[src/logic/tei_pkg.sv]
package tei_pkg;

  localparam int unsigned TIMER_WIDTH = 16;
  localparam int unsigned SYNC_STAGES = 2;

  // register map, word index is byte address / 4
  localparam logic [3:0] ADDR_CTL      = 4'h0;
  localparam logic [3:0] ADDR_STATUS   = 4'h1;
  localparam logic [3:0] ADDR_MASK     = 4'h2;
  localparam logic [3:0] ADDR_TIMER_A  = 4'h3;
  localparam logic [3:0] ADDR_TIMER_B  = 4'h4;
  localparam logic [3:0] ADDR_PINS     = 4'h5;

  // control register field positions
  localparam int unsigned CTL_RUN_A       = 0;
  localparam int unsigned CTL_RUN_B       = 1;
  localparam int unsigned CTL_GATE_SEL_A  = 2;
  localparam int unsigned CTL_GATE_SEL_B  = 3;
  localparam int unsigned CTL_EDGE_SEL_A  = 4;
  localparam int unsigned CTL_EDGE_SEL_B  = 5;
  localparam int unsigned CTL_COUNTER_A   = 6;
  localparam int unsigned CTL_COUNTER_B   = 7;
  localparam int unsigned CTL_WIDTH       = 8;

  // status / mask field positions
  localparam int unsigned ST_IRQ_A   = 0;
  localparam int unsigned ST_IRQ_B   = 1;
  localparam int unsigned ST_OVF_A   = 2;
  localparam int unsigned ST_OVF_B   = 3;
  localparam int unsigned ST_WIDTH   = 4;

  localparam logic [7:0]  CTL_RESET    = 8'h00;
  localparam logic [3:0]  STATUS_RESET = 4'h0;
  localparam logic [3:0]  MASK_RESET   = 4'h0;
  localparam logic [15:0] TIMER_RESET  = 16'h0000;

endpackage

[src/logic/tei_top.sv]
`timescale 1ns/1ps
// Summary of operation
// - With gate select set, timer A runs only while interrupt pin A is high.
// - Edge select A set: a falling edge on pin A sets flag A.
// - Edge select A clear: a low level on pin A sets flag A.
// - With gate select set, timer B runs only while interrupt pin B is high.
// - Edge select B set: a falling edge on pin B sets flag B.
// - Edge select B clear: a low level on pin B sets flag B.
// - Timer A in counter mode counts each falling edge of count pin A.
// - Timer B in counter mode counts each falling edge of count pin B.
module tei_top
  import tei_pkg::*;
#(
  parameter int unsigned WIDTH = TIMER_WIDTH
) (
  input  wire logic        clk,
  input  wire logic        rst_b,
  input  wire logic        ext_irq_a_n,
  input  wire logic        ext_irq_b_n,
  input  wire logic        count_pin_a,
  input  wire logic        count_pin_b,
  input  wire logic [3:0]  reg_addr,
  input  wire logic [31:0] reg_wdata,
  input  wire logic        reg_wr,
  input  wire logic        reg_rd,
  output logic      [31:0] reg_rdata,
  output logic             irq
);

  initial begin
    if (WIDTH != TIMER_WIDTH) begin
      $error("tei_top supports only the documented timer width");
    end
  end

  logic [3:0]          pins_s;
  logic [3:0]          pins_d1_q;
  logic [CTL_WIDTH-1:0] timer_ctl_reg_q;
  logic [ST_WIDTH-1:0] status_q;
  logic [ST_WIDTH-1:0] mask_q;
  logic [WIDTH-1:0]    count_a;
  logic [WIDTH-1:0]    count_b;
  logic                ovf_a;
  logic                ovf_b;
  logic                irq_a_s;
  logic                irq_b_s;
  logic                fall_irq_a;
  logic                fall_irq_b;
  logic                fall_cnt_a;
  logic                fall_cnt_b;
  logic                run_a;
  logic                run_b;
  logic                set_irq_a;
  logic                set_irq_b;
  logic [ST_WIDTH-1:0] status_set;
  logic [ST_WIDTH-1:0] status_clr;
  logic                wr_ctl;
  logic                ld_a;
  logic                ld_b;

  function automatic logic fell(input logic prev, input logic now);
    return prev && !now;
  endfunction

  tei_sync #(
    .WIDTH    (4)
  ) u_sync (
    .clk      (clk),
    .rst_b    (rst_b),
    .async_in ({count_pin_b, count_pin_a, ext_irq_b_n, ext_irq_a_n}),
    .sync_out (pins_s)
  );

  always_ff @(posedge clk or negedge rst_b) begin
    if (!rst_b) begin
      pins_d1_q <= 4'hf;
    end else begin
      pins_d1_q <= pins_s;
    end
  end

  always_comb begin
    irq_a_s    = pins_s[0];
    irq_b_s    = pins_s[1];
    fall_irq_a = fell(pins_d1_q[0], pins_s[0]);
    fall_irq_b = fell(pins_d1_q[1], pins_s[1]);
    fall_cnt_a = fell(pins_d1_q[2], pins_s[2]);
    fall_cnt_b = fell(pins_d1_q[3], pins_s[3]);
  end

  // gate: pin low holds the timer when its gate select is set
  always_comb begin
    run_a = timer_ctl_reg_q[CTL_RUN_A] &&
            (!timer_ctl_reg_q[CTL_GATE_SEL_A] || irq_a_s);
    run_b = timer_ctl_reg_q[CTL_RUN_B] &&
            (!timer_ctl_reg_q[CTL_GATE_SEL_B] || irq_b_s);
  end

  always_comb begin
    set_irq_a = timer_ctl_reg_q[CTL_EDGE_SEL_A] ? fall_irq_a
                                                  : !irq_a_s;
    set_irq_b = timer_ctl_reg_q[CTL_EDGE_SEL_B] ? fall_irq_b
                                                  : !irq_b_s;
  end

  always_comb begin
    wr_ctl = reg_wr && (reg_addr == ADDR_CTL);
    ld_a   = reg_wr && (reg_addr == ADDR_TIMER_A);
    ld_b   = reg_wr && (reg_addr == ADDR_TIMER_B);
  end

  tei_timer #(
    .WIDTH        (WIDTH)
  ) u_timer_a (
    .clk          (clk),
    .rst_b        (rst_b),
    .run_en       (run_a),
    .counter_mode (timer_ctl_reg_q[CTL_COUNTER_A]),
    .pin_fall     (fall_cnt_a),
    .load         (ld_a),
    .load_val     (reg_wdata[WIDTH-1:0]),
    .count_q      (count_a),
    .ovf          (ovf_a)
  );

  tei_timer #(
    .WIDTH        (WIDTH)
  ) u_timer_b (
    .clk          (clk),
    .rst_b        (rst_b),
    .run_en       (run_b),
    .counter_mode (timer_ctl_reg_q[CTL_COUNTER_B]),
    .pin_fall     (fall_cnt_b),
    .load         (ld_b),
    .load_val     (reg_wdata[WIDTH-1:0]),
    .count_q      (count_b),
    .ovf          (ovf_b)
  );

  always_ff @(posedge clk or negedge rst_b) begin
    if (!rst_b) begin
      timer_ctl_reg_q <= CTL_RESET;
    end else if (wr_ctl) begin
      timer_ctl_reg_q <= reg_wdata[CTL_WIDTH-1:0];
    end
  end

  always_ff @(posedge clk or negedge rst_b) begin
    if (!rst_b) begin
      mask_q <= MASK_RESET;
    end else if (reg_wr && (reg_addr == ADDR_MASK)) begin
      mask_q <= reg_wdata[ST_WIDTH-1:0];
    end
  end

  always_comb begin
    status_set           = '0;
    status_set[ST_IRQ_A] = set_irq_a;
    status_set[ST_IRQ_B] = set_irq_b;
    status_set[ST_OVF_A] = ovf_a;
    status_set[ST_OVF_B] = ovf_b;
    status_clr           = '0;
    if (reg_wr && (reg_addr == ADDR_STATUS)) begin
      status_clr = reg_wdata[ST_WIDTH-1:0];
    end
  end

  // sticky flags, write one to clear, a set in the same cycle wins
  always_ff @(posedge clk or negedge rst_b) begin
    if (!rst_b) begin
      status_q <= STATUS_RESET;
    end else begin
      status_q <= (status_q & ~status_clr) | status_set;
    end
  end

  always_ff @(posedge clk or negedge rst_b) begin
    if (!rst_b) begin
      irq <= 1'b0;
    end else begin
      irq <= |(((status_q & ~status_clr) | status_set) & mask_q);
    end
  end

  always_ff @(posedge clk or negedge rst_b) begin
    if (!rst_b) begin
      reg_rdata <= 32'h0000_0000;
    end else begin
      reg_rdata <= 32'h0000_0000;
      if (reg_rd) begin
        unique case (reg_addr)
          ADDR_CTL:     reg_rdata <= 32'(timer_ctl_reg_q);
          ADDR_STATUS:  reg_rdata <= 32'(status_q);
          ADDR_MASK:    reg_rdata <= 32'(mask_q);
          ADDR_TIMER_A: reg_rdata <= 32'(count_a);
          ADDR_TIMER_B: reg_rdata <= 32'(count_b);
          ADDR_PINS:    reg_rdata <= 32'(pins_s);
          default:      reg_rdata <= 32'h0000_0000;
        endcase
      end
    end
  end

endmodule

[src/logic/tei_sync.sv]
`timescale 1ns/1ps
module tei_sync
  import tei_pkg::*;
#(
  parameter int unsigned WIDTH = 4
) (
  input  wire logic             clk,
  input  wire logic             rst_b,
  input  wire logic [WIDTH-1:0] async_in,
  output logic      [WIDTH-1:0] sync_out
);

  initial begin
    if (WIDTH < 1) begin
      $error("tei_sync width must be at least one");
    end
  end

  logic [WIDTH-1:0] meta_q;

  // pins idle high; reset to high so no false falling edge at release
  always_ff @(posedge clk or negedge rst_b) begin
    if (!rst_b) begin
      meta_q   <= '1;
      sync_out <= '1;
    end else begin
      meta_q   <= async_in;
      sync_out <= meta_q;
    end
  end

endmodule

[src/logic/tei_timer.sv]
`timescale 1ns/1ps
module tei_timer
  import tei_pkg::*;
#(
  parameter int unsigned WIDTH = TIMER_WIDTH
) (
  input  wire logic             clk,
  input  wire logic             rst_b,
  input  wire logic             run_en,
  input  wire logic             counter_mode,
  input  wire logic             pin_fall,
  input  wire logic             load,
  input  wire logic [WIDTH-1:0] load_val,
  output logic      [WIDTH-1:0] count_q,
  output logic                  ovf
);

  initial begin
    if (WIDTH < 2 || WIDTH > 32) begin
      $error("tei_timer width out of range");
    end
  end

  logic step;

  // counter mode steps on pin falling edges, timer mode every clock
  always_comb begin
    step = run_en && (counter_mode ? pin_fall : 1'b1);
  end

  always_ff @(posedge clk or negedge rst_b) begin
    if (!rst_b) begin
      count_q <= WIDTH'(TIMER_RESET);
      ovf     <= 1'b0;
    end else begin
      ovf <= 1'b0;
      if (load) begin
        count_q <= load_val;
      end else if (step) begin
        count_q <= count_q + WIDTH'(1);
        ovf     <= &count_q;
      end
    end
  end

endmodule

[config.mk]
export PLATFORM = sky130hd
export DESIGN_NAME = tei_top
export DESIGN_NICKNAME = d
export VERILOG_FILES = /design/src/logic/tei_pkg.sv /design/src/logic/tei_top.sv /design/src/logic/tei_sync.sv /design/src/logic/tei_timer.sv
export SDC_FILE = /design/constraint.sdc
export NUM_CORES = 1
export LEC_CHECK = 0
export ABC_CLOCK_PERIOD_IN_PS = 4200
export BUFFER_PORTS_ARGS = -buffer_cell sky130_fd_sc_hd__buf_4
export CAP_MARGIN = 20
export CORE_ASPECT_RATIO = 0.75
export CORE_MARGIN = 2
export CORE_UTILIZATION = 40
export DETAILED_ROUTE_END_ITERATION = 8
export PLACE_DENSITY_LB_ADDON = 0.08
export SYNTH_ARGS = -nofsm -noshare
export SYNTH_HDL_FRONTEND = slang
export SYNTH_SLANG_ARGS = --single-unit
[constraint.sdc]
create_clock -name clk -period 4.2 [get_ports clk]
set_input_delay 0.21 -clock clk [delete_from_list [all_inputs] [get_ports clk]]
set_output_delay 0.21 -clock clk [all_outputs]
set_load 0.005 [all_outputs]
==> reports/qor.txt <==
Max VDD drop = 0.000255 V
Synthesized cell area = 4030 um2
Final instance area = 4790 um2
Post-synthesis register bit count = 79
Synth top area share = 0.417
Port bufs = 44
Final slew viol count = 0
Hold crit path type = in -> reg
Clock tree buffer depth = 2
Dpl cells = 555
Status = finished clean
FF-to-FF Start = u_timer_b.count_q[3]
Synth Warn # = 0
Vias in the first global route = 3020
Worst skew pair latency = 0.34 ns
Row cnt = 31
Fmax = 461 MHz
Via count = 3214
Critical path capture point type = register
Fin crit period = 2.17 ns
Max-cap violations = 0
Unrepaired setup endpoints after global routing = false
Routability Congestion = 0.828
Die W = 120 um
Critical Setup Path Class = reg -> reg
Drt total wl = 10500 um
EDFF count, synth = 0
Post-Syn Area per Cell = 10.1 um2
Power, Total = 2.55 mW
Setup ws final = 2.03 ns
Place WS = 2.02 ns
Share of layout cells above drive strength 1 = 0.220
Worst Max-Slew Pin Slew = 0.941 ns
Post-DP HPWL = 7540 um
Final ANT Viol Nets = 0
Critical Path AT = 2.35 ns
Library cells used by synthesis = 56
CTS tree = built
Final cycle utilization of the critical path = 0.517
Setup TNS = 0 ns
Nets = 486
Leak Pwr = 2.01 nW
Area Overhead vs Synth = 18.9%
Effective utilization at floorplan = 0.413
H-Tree Depth = 3
Initial antenna violation count = 0
Fin util = 0.492
First-pass DRT Iterations = 4
Clock-pin slew on the worst setup and hold paths = 0.06 ns
CTS Buf Count = 9
Overflow after GRT = 0
DRC errors left = 0
Diodes inserted = 0
CP Launch Type = register
Mapped Cells = 399
Core ar. = 9740 um2
CP required = 4.38 ns
CTS root buffer = clkbuf_16
Seq/Total Area, Yosys = 0.495
Main synth FF type = dfrtp_1
First-pass GRT wire length = 16800 um
DP Area = 4380 um2
GRT Overall Usage = 0.202
Final instance count without filler cells = 577
Relative slew slack = 0.372
Hold path start = reg_wdata[10]
Power per cell area = 532 nW/um2
CP startpoint = u_timer_b.count_q[3]
Final Hold Violating Endpoints = 0
Sink Count = 79
Worst-case clock skew = 0.00770 ns
# resized after CTS = 0
Avg WL per Cell = 18.1 um
Synth top area cells = dfrtp_1 (42%), dfstp_2 (7.8%), mux2_2 (4.2%)
Post-synth ARST share = 1.00
CP max FO = 12
WHS = 0.107 ns
1st-iter DRT viols = 269
I/O Pins = 77
Die area = 10900 um2
Largest net degree at the start of global routing = 80
Vias per inst = 5.57
Largest area contributor in the netlist = dfrtp_1
Die H = 90.9 um
Final setup vio count = 0
logic make-up (layout without fill, tap and decap cells):
logic type,count (synthesis),count (layout),share of synthesized area
flops,79,79,0.495
simple gates,142,142,0.191
compound gates,97,97,0.173
buf+inv,52,83,0.0671
xor+xnor,7,7,0.0152
mux,19,19,0.0519
other cells,1,16,0.000932
fa+ha+maj,2,2,0.00622
metal layers:
layer	track usage	wire [um]
met4	0.0471	105
met2	0.262	4160
met1	0.325	5730
met5	0	0
met3	0.0530	467
cells in the mapped netlist, types with 3 or more instances:
cell type and n:
a31oi_1 18, buf_2 6, and3_1 7, xnor2_1 6, o211ai_1 4, a22oi_1 9
o21ai_0 12, clkbuf_1 12, o2111ai_1 3, a222oi_1 6, a21boi_0 3, or2_2 3
nor2_1 36, nand3_1 16, mux2_2 15, nand2_1 33, buf_4 16, dfrtp_1 67
a21oi_1 11, inv_1 15, o41ai_1 3, dfstp_2 12, nand4b_1 3, o31ai_1 11
mux2i_1 4, and2_1 3, or4_1 14, nand4_1 6, or3_1 3, nor2b_1 3
what timing repair did:
item	CTS	global route
buffers inserted	0	0
hold buffers	4	1
hold endpoints to repair	4	35
cell type report:
| cell class | count | area, um2 |
|---|---|---|
| clock buffer | 10 | 229 |
| clock inverter | 6 | 109 |
| fill | 909 | 4950 |
| inverter | 15 | 56.3 |
| multi-input combinational | 283 | 1820 |
| sequential | 79 | 1990 |
| tap | 132 | 165 |
| timing repair buffer | 52 | 415 |
worst max-delay path: stages (launching register included):
cell and delay, ns:
dfrtp_1 0.45, nand4_1 0.41, a2111oi_1 0.81, a31o_2 0.27
a31oi_1 0.07
path summary, 6_finish.rpt:
path / endpoint / depth (start not counted) / slack, ns
setup / recovery: u_timer_b.count_q[14] / 4 / 2.03
hold / removal: u_timer_b.count_q[10] / 3 / 0.11
setup reg to reg: u_timer_b.count_q[14] / 4 / 2.03
hold reg to reg: u_sync.sync_out[3] / 0 / 0.35
max in group asynchronous: pins_d1_q[2] / 3 / 3.15
min in group asynchronous: reg_rdata[0] / 2 / 0.39
report_power, final:
group          switching [mW]  total, mW  internal (mW)  leakage (nW)
Combinational           0.275      0.515          0.240         0.904
Sequential              0.221       1.15          0.926         0.935
Clock                   0.305      0.884          0.579         0.166
placed cells by master, fill, tap and decap left out, drive strengths merged, types with 4 or more instances in the layout:
| cell | count |
|---|---|
| conb | 16 |
| a222oi | 6 |
| and3 | 7 |
| nand2 | 33 |
| or4 | 14 |
| dfstp | 12 |
| a22oi | 9 |
| inv | 15 |
| o21ai | 12 |
| nand3 | 16 |
| a21oi | 11 |
| mux2 | 15 |
| o31ai | 11 |
| o211ai | 4 |
| a31oi | 18 |
| dlygate4sd3 | 5 |
| buf | 47 |
| and2 | 5 |
| dfrtp | 67 |
| xnor2 | 6 |
| nor2 | 36 |
| mux2i | 4 |
| clkbuf | 10 |
| nor2b | 4 |
| nand4 | 6 |
registers in the layout, indices dropped and copies added, names as in the netlist:
name and flops:
pins_d1_q 4, u_timer_b.ovf 1, u_timer_a.ovf 1, status_q 4
timer_ctl_reg_q 8, u_sync.sync_out 4, reg_rdata 16, u_sync.meta_q 4
irq 1, mask_q 4, u_timer_b.count_q 16, u_timer_a.count_q 16
Power figures use the tool's default switching activity.
